$ cat src/design/rx_clock_pkg.sv
// Notes on behaviour
// - reset pin low: low power, all state cleared
// - eight inputs into 8:2 mux, select at 04h
// - switch enabled and unlock: output external clock
// - measure external/master ratio, report at 18h
// - normally output the recovered master clock
// - 256x default, 128x when ratio bit set
// - disable bit at 04h floats master clock pin
package rx_clock_pkg;

	// =====================================================
	// register map
	localparam logic [7:0] CONTROL_ONE_ADDR        = 8'h01;
	localparam logic [7:0] CONTROL_FOUR_ADDR       = 8'h04;
	localparam logic [7:0] CLOCK_RATIO_STATUS_ADDR = 8'h18;

	localparam logic [7:0] CONTROL_ONE_RESET  = 8'h00;
	localparam logic [7:0] CONTROL_FOUR_RESET = 8'h00;
	localparam logic [7:0] RATIO_RESET        = 8'h00;
	localparam logic [7:0] UNMAPPED_READ      = 8'h00;

	// =====================================================
	// field positions
	localparam int SWITCH_ENABLE_BIT  = 7;
	localparam int RATIO_SELECT_BIT   = 1;
	localparam int OUT_DISABLE_BIT    = 7;
	localparam int RX_SELECT_LSB      = 3;
	localparam int PASS_SELECT_LSB    = 0;
	localparam int SELECT_WIDTH       = 3;

	// =====================================================
	// ratio measurement: master clock periods per window
	localparam logic [7:0] RATIO_WINDOW     = 8'h40;
	localparam logic [8:0] RATIO_SATURATION = 9'h0FF;

	typedef struct packed {
		logic       we;
		logic       re;
		logic [7:0] addr;
		logic [7:0] wdata;
	} reg_req_s;

	typedef enum logic {
		SRC_RECOVERED,
		SRC_EXTERNAL
	} clock_source_e;

endpackage : rx_clock_pkg

$ cat src/design/clock_ratio_meter.sv
module clock_ratio_meter
	import rx_clock_pkg::*;
(
	input  wire logic       clock,
	input  wire logic       sys_rst,
	input  wire logic       clear,
	input  wire logic       ref_rise,
	input  wire logic       meas_rise,
	output logic [7:0]      ratio_reg
);

	// =====================================================
	// window counting
	// ratio = reference edges per 64 master periods, 2.6 fixed point
	logic [7:0] window_reg;
	logic [8:0] count_reg;
	logic       window_done;

	assign window_done = meas_rise && (window_reg == RATIO_WINDOW - 8'h01);

	always_ff @(posedge clock or posedge sys_rst) begin
		if (sys_rst) begin
			window_reg <= 8'h00;
		end else if (clear || window_done) begin
			window_reg <= 8'h00;
		end else if (meas_rise) begin
			window_reg <= window_reg + 8'h01;
		end
	end

	// saturate so a slow master clock cannot wrap to a small ratio
	always_ff @(posedge clock or posedge sys_rst) begin
		if (sys_rst) begin
			count_reg <= 9'h000;
		end else if (clear) begin
			count_reg <= 9'h000;
		end else if (window_done) begin
			// edge on the boundary opens the next window, none lost
			count_reg <= {8'h00, ref_rise};
		end else if (ref_rise && count_reg != RATIO_SATURATION) begin
			count_reg <= count_reg + 9'h001;
		end
	end

	always_ff @(posedge clock or posedge sys_rst) begin
		if (sys_rst) begin
			ratio_reg <= RATIO_RESET;
		end else if (clear) begin
			ratio_reg <= RATIO_RESET;
		end else if (window_done) begin
			ratio_reg <= count_reg[7:0];
		end
	end

endmodule : clock_ratio_meter

$ cat src/design/rx_clock_control.sv
module rx_clock_control
	import rx_clock_pkg::*;
(
	input  wire logic       clock,
	input  wire logic       sys_rst,
	input  wire logic       chip_reset_n,
	input  wire reg_req_s   reg_req,
	output logic [7:0]      reg_rdata,
	output logic            reg_rvalid,
	input  wire logic [7:0] positive_receiver_inputs,
	output logic            rx_data_sel,
	output logic            pass_data_sel,
	input  wire logic       pll_clock,
	input  wire logic       pll_locked,
	input  wire logic       ext_system_clock_in,
	output logic            master_clock_out,
	output logic            master_clock_oe,
	output logic            low_power_mode
);

	// =====================================================
	// chip reset
	// held low it clears everything synchronously, on top of sys_rst
	logic chip_hold;
	assign chip_hold = !chip_reset_n;

	always_ff @(posedge clock or posedge sys_rst) begin
		if (sys_rst) begin
			low_power_mode <= 1'b1;
		end else begin
			low_power_mode <= chip_hold;
		end
	end

	// =====================================================
	// registers
	logic [7:0] control_one_reg;
	logic [7:0] control_four_reg;
	logic [7:0] clock_ratio_status_reg;

	always_ff @(posedge clock or posedge sys_rst) begin
		if (sys_rst) begin
			control_one_reg <= CONTROL_ONE_RESET;
		end else if (chip_hold) begin
			control_one_reg <= CONTROL_ONE_RESET;
		end else if (reg_req.we && reg_req.addr == CONTROL_ONE_ADDR) begin
			control_one_reg <= reg_req.wdata;
		end
	end

	always_ff @(posedge clock or posedge sys_rst) begin
		if (sys_rst) begin
			control_four_reg <= CONTROL_FOUR_RESET;
		end else if (chip_hold) begin
			control_four_reg <= CONTROL_FOUR_RESET;
		end else if (reg_req.we && reg_req.addr == CONTROL_FOUR_ADDR) begin
			control_four_reg <= reg_req.wdata;
		end
	end

	// ratio register is read only, writes are dropped
	logic [7:0] read_next;

	always_comb begin
		unique case (reg_req.addr)
			CONTROL_ONE_ADDR:        read_next = control_one_reg;
			CONTROL_FOUR_ADDR:       read_next = control_four_reg;
			CLOCK_RATIO_STATUS_ADDR: read_next = clock_ratio_status_reg;
			default:                 read_next = UNMAPPED_READ;
		endcase
	end

	always_ff @(posedge clock or posedge sys_rst) begin
		if (sys_rst) begin
			reg_rdata  <= UNMAPPED_READ;
			reg_rvalid <= 1'b0;
		end else if (chip_hold) begin
			reg_rdata  <= UNMAPPED_READ;
			reg_rvalid <= 1'b0;
		end else begin
			reg_rvalid <= reg_req.re;
			if (reg_req.re) begin
				reg_rdata <= read_next;
			end
		end
	end

	// =====================================================
	// control fields
	logic                    switch_enable;
	logic                    ratio_select;
	logic                    out_disable;
	logic [SELECT_WIDTH-1:0] rx_select;
	logic [SELECT_WIDTH-1:0] pass_select;

	assign switch_enable = control_one_reg[SWITCH_ENABLE_BIT];
	assign ratio_select  = control_one_reg[RATIO_SELECT_BIT];
	assign out_disable   = control_four_reg[OUT_DISABLE_BIT];
	assign rx_select     = control_four_reg[RX_SELECT_LSB +: SELECT_WIDTH];
	assign pass_select   = control_four_reg[PASS_SELECT_LSB +: SELECT_WIDTH];

	// =====================================================
	// input multiplexer
	// two independent taps: one to the decoder, one passed through
	always_ff @(posedge clock or posedge sys_rst) begin
		if (sys_rst) begin
			rx_data_sel   <= 1'b0;
			pass_data_sel <= 1'b0;
		end else if (chip_hold) begin
			rx_data_sel   <= 1'b0;
			pass_data_sel <= 1'b0;
		end else begin
			rx_data_sel   <= positive_receiver_inputs[rx_select];
			pass_data_sel <= positive_receiver_inputs[pass_select];
		end
	end

	// =====================================================
	// edge detection of sampled clocks
	logic pll_prev_reg;
	logic ext_prev_reg;
	logic pll_rise;
	logic ext_rise;

	always_ff @(posedge clock or posedge sys_rst) begin
		if (sys_rst) begin
			pll_prev_reg <= 1'b0;
			ext_prev_reg <= 1'b0;
		end else if (chip_hold) begin
			pll_prev_reg <= 1'b0;
			ext_prev_reg <= 1'b0;
		end else begin
			pll_prev_reg <= pll_clock;
			ext_prev_reg <= ext_system_clock_in;
		end
	end

	assign pll_rise = pll_clock && !pll_prev_reg;
	assign ext_rise = ext_system_clock_in && !ext_prev_reg;

	// =====================================================
	// recovered clock rate
	// pll runs at 256x; halving it gives 128x without retuning the loop
	logic half_reg;
	logic recovered_clock;

	always_ff @(posedge clock or posedge sys_rst) begin
		if (sys_rst) begin
			half_reg <= 1'b0;
		end else if (chip_hold) begin
			half_reg <= 1'b0;
		end else if (pll_rise) begin
			half_reg <= !half_reg;
		end
	end

	assign recovered_clock = ratio_select ? half_reg : pll_prev_reg;

	// =====================================================
	// source selection
	clock_source_e source_reg;
	clock_source_e source_next;

	always_comb begin
		source_next = source_reg;
		unique case (source_reg)
			SRC_RECOVERED: begin
				if (switch_enable && !pll_locked) begin
					source_next = SRC_EXTERNAL;
				end
			end
			SRC_EXTERNAL: begin
				if (pll_locked || !switch_enable) begin
					source_next = SRC_RECOVERED;
				end
			end
		endcase
	end

	always_ff @(posedge clock or posedge sys_rst) begin
		if (sys_rst) begin
			source_reg <= SRC_RECOVERED;
		end else if (chip_hold) begin
			source_reg <= SRC_RECOVERED;
		end else begin
			source_reg <= source_next;
		end
	end

	// =====================================================
	// output pin
	// two cycles of latency on both paths keeps the switch glitch-aligned
	always_ff @(posedge clock or posedge sys_rst) begin
		if (sys_rst) begin
			master_clock_out <= 1'b0;
			master_clock_oe  <= 1'b0;
		end else if (chip_hold) begin
			master_clock_out <= 1'b0;
			master_clock_oe  <= 1'b0;
		end else begin
			master_clock_oe <= !out_disable;
			if (source_reg == SRC_EXTERNAL) begin
				master_clock_out <= ext_prev_reg;
			end else begin
				master_clock_out <= recovered_clock;
			end
		end
	end

	// =====================================================
	// ratio measurement
	// measured against the selected recovered clock, not the pin
	logic meas_rise;
	logic rec_prev_reg;

	always_ff @(posedge clock or posedge sys_rst) begin
		if (sys_rst) begin
			rec_prev_reg <= 1'b0;
		end else if (chip_hold) begin
			rec_prev_reg <= 1'b0;
		end else begin
			rec_prev_reg <= recovered_clock;
		end
	end

	assign meas_rise = recovered_clock && !rec_prev_reg;

	clock_ratio_meter ratio_meter (
		.clock     (clock),
		.sys_rst   (sys_rst),
		.clear     (chip_hold),
		.ref_rise  (ext_rise),
		.meas_rise (meas_rise),
		.ratio_reg (clock_ratio_status_reg)
	);

endmodule : rx_clock_control

$ cat config.mk
export PLATFORM = sky130hd
export DESIGN_NAME = rx_clock_control
export DESIGN_NICKNAME = d
export VERILOG_FILES = /design/src/design/rx_clock_pkg.sv /design/src/design/clock_ratio_meter.sv /design/src/design/rx_clock_control.sv
export SDC_FILE = /design/constraint.sdc
export NUM_CORES = 1
export LEC_CHECK = 0
export BUFFER_PORTS_ARGS = -buffer_cell sky130_fd_sc_hd__clkbuf_2
export CORE_ASPECT_RATIO = 0.6
export CORE_MARGIN = 2
export CORE_UTILIZATION = 46
export DETAILED_ROUTE_END_ITERATION = 6
export PLACE_DENSITY = 0.78
export SLEW_MARGIN = 20
export SYNTH_ARGS = -nofsm -noshare
export SYNTH_HDL_FRONTEND = slang
export SYNTH_SLANG_ARGS = --single-unit
$ cat constraint.sdc
create_clock -name clock -period 3 [get_ports clock]
set_input_delay 0.3 -clock clock [delete_from_list [all_inputs] [get_ports clock]]
set_output_delay 0.3 -clock clock [all_outputs]
set_load 0.05 [all_outputs]
==> results of run 1 <==
## final cells by class
type | instances | share of cell area
Clock inverter | 1 | 0.00151
Sequential cell | 60 | 0.454
Tap cell | 80 | 0.0303
Clock buffer | 15 | 0.0564
Timing Repair Buffer | 53 | 0.0862
Inverter | 4 | 0.00454
Multi-Input combinational cell | 187 | 0.367
## per-stage QoR
stage / instance area (um2) / setup slack, ns
after floorplan: 2790 / 0.932
after global placement: 3120 / 0.784
after detailed placement: 3120 / 0.717
after CTS: 3310 / 0.717
after global routing: 3310 / 0.520
final: 3310 / 0.728
## synth_stat cells, types with 2 or more instances
cell type,number,area share
dfrtp_1,59,0.53
nor2_1,30,0.040
o21ai_0,26,0.047
nand2_1,23,0.031
nand3_1,17,0.031
mux2i_1,13,0.047
clkbuf_1,10,0.013
a22oi_1,8,0.022
a2bb2oi_1,8,0.025
nand4_1,8,0.018
xor2_1,7,0.022
nor2b_1,5,0.011
xnor2_1,5,0.016
a21oi_1,4,0.0072
and2_1,4,0.0090
and3_1,4,0.0090
inv_1,4,0.0054
mux4_2,4,0.032
ha_1,3,0.013
a211oi_1,2,0.0054
nor3_1,2,0.0036
nor4bb_1,2,0.0072
## cell families after synthesis
group	count (synthesis)	share of synthesized area
AO/OA/AOI/OAI	51	0.116
XOR/XNOR	12	0.0377
adder cells (fa/ha/maj)	3	0.0135
AND/OR/NAND/NOR	104	0.189
multiplexers	17	0.0790
buffers and inverters	17	0.0260
flip-flops	60	0.539
## routing by layer
metal,track usage,wire (um),part of all wire
met5,0,0,0
met4,0.0659,77,0.012
met3,0.0745,404,0.065
met2,0.301,2660,0.43
met1,0.288,3090,0.50
## placed cells by master, fill, tap and decap left out, types with 4 or more instances in the layout
cell / synthesis / layout
nand3_1: 17 / 17
xor2_1: 7 / 7
clkbuf_8: 0 / 13
nand2_1: 23 / 23
and2_1: 4 / 4
clkbuf_2: 0 / 45
o21ai_0: 26 / 26
buf_4: 0 / 8
xnor2_1: 5 / 5
and3_1: 4 / 4
a2bb2oi_1: 8 / 8
nor2b_1: 5 / 5
nor2_1: 30 / 30
a21oi_1: 4 / 4
nand4_1: 8 / 8
mux2i_1: 13 / 13
a22oi_1: 8 / 8
dfrtp_1: 59 / 59
mux4_2: 4 / 4
## worst max path at each step
stage / start / to / slack [ns] / depth (start not counted)
final: ratio_meter.count_reg[0] / ratio_meter.count_reg[4] / 0.73 / 8
after global routing: ratio_meter.count_reg[0] / ratio_meter.count_reg[5] / 0.52 / 8
after CTS: ratio_meter.count_reg[0] / ratio_meter.count_reg[5] / 0.72 / 8
after detailed placement: ratio_meter.count_reg[0] / ratio_meter.count_reg[5] / 0.72 / 8
after global placement: ratio_meter.count_reg[0] / ratio_meter.count_reg[7] / 0.78 / 8
after floorplan: ratio_meter.count_reg[0] / ratio_meter.count_reg[7] / 0.93 / 8
## worst max-delay path, stage by stage (launching register included)
cell and delay (ns):
dfrtp_1 0.41, ha_1 0.26, and3_1 0.19, and3_1 0.18, ha_1 0.19, nor3b_2 0.51, nand4_1 0.20, xor2_1 0.16
nor2_1 0.05
## power by group
| group | switching [mW] | internal [mW] |
|---|---|---|
| Combinational | 0.0824 | 0.0463 |
| Clock | 0.299 | 0.389 |
| Sequential | 0.00842 | 0.822 |
| Total | 0.390 | 1.26 |
==> out/qor.yml, run 1 <==
outcome: "completed"
place.gp.congestion: 0.805
clkLatencyLatePin_ns: 0.35
grt_pass1_vias: 2124
clk_pin_slew_worst_paths_ns: 0.07
track_usage: 0.207
fin_total_pwr_mw: 1.65
rrSetupSlack_ns: 0.73
vdd_drop_max_mv: 0.201
fin_crit_sh: 0.757
postCtsSetupRepairBufs: 0
core_um2: 5700
regArea_um2: 1500
start_util: 0.489
syn_nets: 299
final_layout_size_suffix_gt1_frac: 0.238
drv_cap: 0
holdWs_ns: 0.0305
synthArstFlopShare: 1.00
antennaDiodeCount: 0
vias: 2167
start_kind: "flip-flop"
fill_cells: 513
cts-buffers-inserted: 9
crit_type: "flip-flop to flip-flop"
r2r_cells: 8
rows: 21
crit_arrival_ns: 2.49
ys_warn_count: 0
largest_register_ffs: 9
port_buffers: 45
fin_nets: 350
ys_types: 38
post-place-cells: 384
stdcell_count: 400
synth_edf_count: 0
ctsHoldBuffers: 0
p_leak_nw: 1.56
ys_ff_latch: 60
period_needed_ns: 2.27
drt_iter0_markers: 110
skew_ns: 0.0126
grt_max_degree: 34
power_density_nw_per_um2: 498
htree_levels: 3
syn_inst: 264
r2r_start: "ratio_meter.count_reg[0]"
relSlewSlack: 0.557
fmax_mhz: 440
antenna_found_initial: 0
rsz0062_at_grt: "no"
syn2layout_area_growth_pct: 18.6
end_kind: "flip-flop"
ios: 46
worstPathRequired_ns: 3.21
wl_per_cell_um: 15.6
die_w_um: 105
dp_hpwl_um: 4650
remaining_drc_errors: 0
fin_setup_tns_ns: 0
ys_seq_area_frac: 0.539
hold_path_class: "input port to asynchronous set/reset pin"
final_max_slew_viol_count: 0
grt-ovfl-total: 0
ant_nets: 0
worst_pin_slew_ns: 0.665
setup_viol: 0
hold_violations: 0
die_h_um: 64.3
grt_pass1_wl_um: 10400
multi_input_area_um2: 1210
firstDrtPassIters: 4
cts_buffer_depth: 2
routed_via_density: 5.42
cp_max_fo: 10
cts_resized: 0
root_buffer: "clkbuf_8"
syn_avg_cell_area_um2: 10.6
syn_area_um2: 2790
fin_util: 0.580
rr_endpoint: "ratio_meter.count_reg[4]"
cts_sinks: 60
synth_ff_type: "dfrtp_1"
die-area_um2: 6720
cts_tree: "yes"
wl_um: 6230
No activity file was read; power rests on OpenSTA's default activity.
==> run 2: changes to the inputs <==
clock period = 2.3 ns   (was 3 ns; I/O delays follow)
==> run 2 against run 1 <==
Register-to-register slack worse by 0.50 ns. Sequential share of layout area fell by 0.10 points. Routed wire length increased by 0.11%. Sequential cell count did not move. Clock skew decreased by 0.0048 ns. Setup slack lost 0.50 ns. Die area is the same. Via count about the same. Non-clock buffer count up 2. Largest power group unchanged. Highest routed layer unchanged.
==> out/qor.yml, run 2 (synthesized netlist as in run 1, its figures left out) <==
fill_cells: 488  # -4.9%
rows: 21  # unchanged
grt-ovfl-total: 0  # unchanged
crit_type: "flip-flop to flip-flop"
cp_max_fo: 11  # +1
drv_cap: 0  # unchanged
power_density_nw_per_um2: 623  # +25%
fin_total_pwr_mw: 2.07  # +25%
vdd_drop_max_mv: 0.313  # +56%
worstPathRequired_ns: 2.50  # -0.71 ns
ios: 46  # unchanged
regArea_um2: 1500  # unchanged
crit_family: "simple AND/OR/NAND/NOR gates"
r2r_start: "ratio_meter.window_reg[0]"
vias: 2169  # +0.092%
track_usage: 0.201  # -0.00596
switching_share: 0.237  # +0.000939
holdWs_ns: 0.0669  # +0.0363 ns
internal_power_mw: 1.58  # +25%
cp_slowest_cell: "or4b_1"
rrSetupSlack_ns: 0.22  # -0.50 ns
rsz0062_at_grt: "no"
remaining_drc_errors: 0  # unchanged
mostFrequentLayoutCell: "dfrtp_1"
clkLatencyLatePin_ns: 0.33  # -0.02 ns
htree_levels: 3  # unchanged
drt_iter0_markers: 158  # +44%
final_layout_size_suffix_gt1_frac: 0.237  # -0.000740
worst_pin_slew_ns: 0.603  # -0.0623 ns
hold_violations: 0  # unchanged
die_h_um: 64.3  # unchanged
crit_path_cell_trace: "ha_1, nand2b_1, or4b_1, nand2_1, nor2_1"
period_needed_ns: 2.08  # -0.197 ns
clk_pin_slew_worst_paths_ns: 0.06  # about the same
rr_endpoint: "ratio_meter.count_reg[5]"
multi_input_area_um2: 1210  # unchanged
routed_via_density: 5.41  # -0.16%
dp_slack_ns: 0.204  # -0.513 ns
syn2layout_area_growth_pct: 18.9
start_kind: "flip-flop"
setup_viol: 0  # unchanged
cts_resized: 0  # unchanged
skew_ns: 0.00776  # -0.00485 ns
final_cell_mix: "59 x dfrtp_1, 45 x clkbuf_2, 30 x nor2_1, 26 x o21ai_0, 23 x nand2_1"
largest_register_ffs: 9  # unchanged
cts_tree: "yes"
hold_end: "source_reg"
port_buffers: 45  # unchanged
final_max_slew_viol_count: 0  # unchanged
grt_pass1_wl_um: 10300  # -0.60%
worst_path_largest_cell_delay_ns: 0.79  # +0.28 ns
wl_um: 6240  # +0.11%
dp_hpwl_um: 4520  # -3.0%
wl_per_cell_um: 15.6  # -0.14%
fin_crit_sh: 0.902  # +0.145
end_kind: "flip-flop"
antenna_found_initial: 0  # unchanged
r2r_cells: 5  # -3
power.switching_mw: 0.491  # +26%
ctsHoldBuffers: 1  # +1
relSlewSlack: 0.598  # +0.0416
fin_setup_tns_ns: 0  # unchanged
die-area_um2: 6720  # unchanged
power_frac_comb: 0.082  # +0.004
fmax_mhz: 482  # +9.5%
postCtsSetupRepairBufs: 0  # unchanged
root_buffer: "clkbuf_8"
whs_path_depth: 2
core_um2: 5700  # unchanged
die_w_um: 105  # unchanged
cts_sinks: 60  # unchanged
worstHoldStart: "pll_locked"
antennaDiodeCount: 0  # unchanged
crit_buf_inv: 0  # unchanged
outcome: "completed"
setup_slack_ns: 0.225  # -0.503 ns
firstDrtPassIters: 4  # unchanged
p_leak_nw: 1.56  # +0.13%
cts-buffers-inserted: 9  # unchanged
grt_pass1_vias: 2094  # -1.4%
fin_nets: 352  # +0.57%
p_clk_frac: 0.393  # -0.025
grt_max_degree: 38  # +12%
start_util: 0.489  # unchanged
cts_buffer_depth: 2  # unchanged
place.gp.congestion: 0.831  # +3.2%
crit_arrival_ns: 2.28  # -0.21 ns
ant_nets: 0  # unchanged
share_seq_of_total_power: 0.525  # +0.021
hold_path_class: "input port to flip-flop"
-- run 2: power groups by stage --
stage                     sequential [mW]  combinational, mW  clock, mW
after global placement               1.10              0.166          0
after CTS                            1.08              0.172      0.828
after global routing                 1.09              0.189      0.880
after floorplan                      1.12             0.0838          0
after detailed placement             1.10              0.170          0
final                                1.08              0.170      0.812
-- run 2: worst max path at each step --
stage | startpoint | endpoint | slack [ns] | depth (start not counted)
2_1_floorplan | ratio_meter.count_reg[0] | ratio_meter.count_reg[7] | 0.23 | 8
3_3_place_gp | ratio_meter.count_reg[0] | ratio_meter.count_reg[4] | 0.29 | 9
3_5_place_dp | ratio_meter.window_reg[0] | ratio_meter.window_reg[3] | 0.20 | 5
4_1_cts | ratio_meter.window_reg[0] | ratio_meter.window_reg[3] | 0.22 | 5
5_1_grt | ratio_meter.window_reg[0] | ratio_meter.count_reg[1] | 0.07 | 5
6_report | ratio_meter.window_reg[0] | ratio_meter.count_reg[5] | 0.22 | 5
-- run 2: area by class of cell --
type | count | area share
Timing Repair Buffer | 55 | 0.0951
Clock buffer | 13 | 0.0479
Clock inverter | 2 | 0.00302
Sequential cell | 60 | 0.453
Multi-Input combinational cell | 187 | 0.366
Tap cell | 80 | 0.0302
Inverter | 4 | 0.00453
-- run 2: worst reg2reg max path: stages, from the launching register on --
cell      delay, ns
dfrtp_1        0.39
ha_1           0.17
nand2b_1       0.11
or4b_1         0.79
nand2_1        0.40
nor2_1         0.10
-- run 2: per-layer routing --
layer,wire [um],part of all wire,global-route usage,up-vias
li1,-,-,-,1045
met1,3030,0.49,0.294,1047
met2,2710,0.43,0.283,66
met3,407,0.065,0.0582,11
met4,93,0.015,0.0693,0
met5,0,0,0,-
-- run 2: through the flow --
| step | instances | utilization | area (um2) |
|---|---|---|---|
| 5_1_grt | 401 | 0.582 | 3320 |
| 4_1_cts | 401 | 0.582 | 3320 |
| 2_1_floorplan | 264 | - | 2790 |
| 6_report | 401 | 0.582 | 3320 |
| 3_5_place_dp | 385 | 0.550 | 3140 |
| 3_3_place_gp | 385 | 0.550 | 3140 |
==> run 3: changes to the inputs <==
ABC_AREA = 1   (was unset)
PLACE_DENSITY = 0.77   (was 0.78)
==> run 3 against run 2 <==
Combinational power is 62% higher. Clock skew down 0.00080 ns. Cell area rose by 17%. Largest cell class unchanged.
==> out/qor.yml, run 3 <==
core_um2: 6730  # +18%
ys_warn_count: 0  # unchanged
die-area_um2: 7720  # +15%
postCtsSetupRepairBufs: 0  # unchanged
r2r_cells: 11  # +6
wl_per_cell_um: 14.4  # -7.2%
routed_via_density: 5.22  # -3.4%
root_buffer: "clkbuf_16"
cp_slowest_cell: "dfrtp_1"
crit_path_cell_trace: "ha_1, nand3_1, nor2_1, and3_1, ha_1, inv_1, nand2_1, inv_1, nand2_1, xor2_1, nor2_1"
whs_path_depth: 2  # unchanged
grt_max_degree: 33  # -13%
grt_pass1_vias: 2547  # +22%
synth_ff_type: "dfrtp_1"
share_seq_of_total_power: 0.382  # -0.143
crit_type: "flip-flop to flip-flop"
mostFrequentLayoutCell: "nand2_1"
switching_share: 0.234  # -0.00374
fin_crit_sh: 0.895  # -0.00744
drt_iter0_markers: 316  # +100%
cts_sinks: 60  # unchanged
fill_cells: 590  # +21%
crit_family: "simple AND/OR/NAND/NOR gates"
wl_um: 7820  # +25%
end_kind: "flip-flop"
relSlewSlack: 0.583  # -0.0148
synth_most_common_cell: "nand2_1"
synth_area_leaders: "dfrtp_1 46%, nand2_1 14%, nand3_1 9.5%"
syn_nets: 437  # +46%
final_cell_mix: "120 x nand2_1, 61 x nand3_1, 59 x dfrtp_1, 45 x clkbuf_2, 32 x nor2_1"
worst_path_largest_cell_delay_ns: 0.43  # -0.36 ns
syn_avg_cell_area_um2: 8.03  # -24%
htree_levels: 3  # unchanged
final_layout_size_suffix_gt1_frac: 0.248  # +0.0116
p_clk_frac: 0.526  # +0.133
internal_power_mw: 2.30  # +46%
largest_register_ffs: 9  # unchanged
grt-ovfl-total: 0  # unchanged
ys_ff_latch: 60  # unchanged
period_needed_ns: 2.06  # -0.0171 ns
syn_area_um2: 3230  # +16%
synth_edf_count: 0  # unchanged
vdd_drop_max_mv: 0.477  # +52%
setup_slack_ns: 0.242  # +0.0171 ns
fin_nets: 485  # +38%
ys_types: 30  # -21%
outcome: "completed"
crit_buf_inv: 2  # +2
ios: 46  # unchanged
fmax_mhz: 486  # +0.83%
die_h_um: 68.9  # +7.1%
cts_buffer_depth: 2  # unchanged
clk_pin_slew_worst_paths_ns: 0.05  # about the same
worst_pin_slew_ns: 0.624  # +0.0213 ns
rsz0062_at_grt: "no"
syn2layout_area_growth_pct: 19.9
p_leak_nw: 1.98  # +27%
skew_ns: 0.00696  # -0.000800 ns
power_density_nw_per_um2: 776  # +24%
cp.depth: 11  # +6
setup_viol: 0  # unchanged
clkLatencyLatePin_ns: 0.33  # about the same
track_usage: 0.214  # +0.0136
final_max_slew_viol_count: 0  # unchanged
hold_path_class: "input port to flip-flop"
cts-buffers-inserted: 9  # unchanged
cts_tree: "yes"
synth_top_area_cell: "dfrtp_1"
start_kind: "flip-flop"
hold_violations: 0  # unchanged
fin_setup_tns_ns: 0  # unchanged
antennaDiodeCount: 0  # unchanged
antenna_found_initial: 0  # unchanged
dp_slack_ns: 0.293  # +0.0890 ns
worstPathRequired_ns: 2.51  # about the same
place.gp.congestion: 0.876  # +5.4%
remaining_drc_errors: 0  # unchanged
dp_hpwl_um: 5580  # +23%
start_util: 0.479  # -0.00995
crit_arrival_ns: 2.27  # about the same
port_buffers: 45  # unchanged
synthArstFlopShare: 1.00  # unchanged
ant_nets: 0  # unchanged
syn_inst: 402  # +52%
rows: 23  # +9.5%
synthTopCellsByCount: "120 x nand2_1, 61 x nand3_1, 59 x dfrtp_1"
firstDrtPassIters: 5  # +1
ys_seq_area_frac: 0.466  # -0.0731
netlist.area_leader.share: 0.458  # -0.0718
drv_cap: 0  # unchanged
die_w_um: 112  # +7.3%
power_frac_comb: 0.092  # +0.010
grt_pass1_wl_um: 12600  # +22%
cp_max_fo: 8  # -3
vias: 2831  # +31%
power.switching_mw: 0.701  # +43%
## run 3: changes by cell type after synthesis, moves of 8 or more
cell / delta
a2bb2oi_1: -8
nand2_1: +97
a22oi_1: -8
nand3_1: +44
nor2_4: +10
clkbuf_1: -8
mux2i_1: -13
inv_1: +27
o21ai_0: -13
o21ai_2: +16
## run 3: worst paths after layout
path                                           from                        to  slack [ns]
setup / recovery           ratio_meter.count_reg[0]  ratio_meter.count_reg[2]        0.24
hold / removal                           pll_locked                source_reg        0.09
setup reg to reg           ratio_meter.count_reg[0]  ratio_meter.count_reg[2]        0.24
hold reg to reg            ratio_meter.ratio_reg[7]  ratio_meter.ratio_reg[7]        0.48
max in group asynchronous                   sys_rst        control_one_reg[1]        1.18
min in group asynchronous                   sys_rst          master_clock_out        0.52
## run 3: cells by family after synthesis
| kind of cell | share of synthesized area |
|---|---|
| simple gates | 0.353 |
| flops | 0.466 |
| buf+inv | 0.0717 |
| compound gates | 0.0845 |
| xor+xnor | 0.0136 |
| fa+ha+maj | 0.0116 |
## run 3: area by class of cell
type / instances / area (um2) / area share
inverters: 39 / 149 / 0.0385
well taps: 87 / 109 / 0.0281
clock buffers: 12 / 256 / 0.0663
flip-flops and latches: 60 / 1500 / 0.389
repair buffers: 48 / 263 / 0.0679
multi-input cells: 292 / 1490 / 0.386
clock inverters: 4 / 95.1 / 0.0246
## run 3: power groups by stage
stage	registers [mW]	logic [mW]	clock network (mW)
global placement	1.16	0.266	0
finish	1.15	0.276	1.58
CTS	1.15	0.277	1.59
global route	1.15	0.307	1.64
detailed placement	1.16	0.274	0
floorplan	1.17	0.176	0
## run 3: repair_timing
action | CTS | global route
hold buffers | 1 | 0
hold endpoints to repair | 27 | 0
resized for setup | 0 | 0
## run 3: metal layers
metal  vias up  wire length, um  track usage
li1       1391                -            -
met5         -                0            0
met3         8              595       0.0629
met1      1328             3810        0.312
met4         0               50       0.0503
met2       104             3360        0.317
## run 3: per-stage QoR
stage / instance area (um2) / hold slack [ns] / cells / power [mW] / utilization
2_1_floorplan: 3230 / 0.296 / 402 / 1.35 / -
3_3_place_gp: 3510 / 0.330 / 525 / 1.43 / 0.521
3_5_place_dp: 3510 / 0.331 / 525 / 1.44 / 0.521
4_1_cts: 3870 / 0.0856 / 542 / 3.02 / 0.574
5_1_grt: 3870 / 0.0821 / 542 / 3.10 / 0.574
6_report: 3870 / 0.0920 / 542 / 3.00 / 0.574
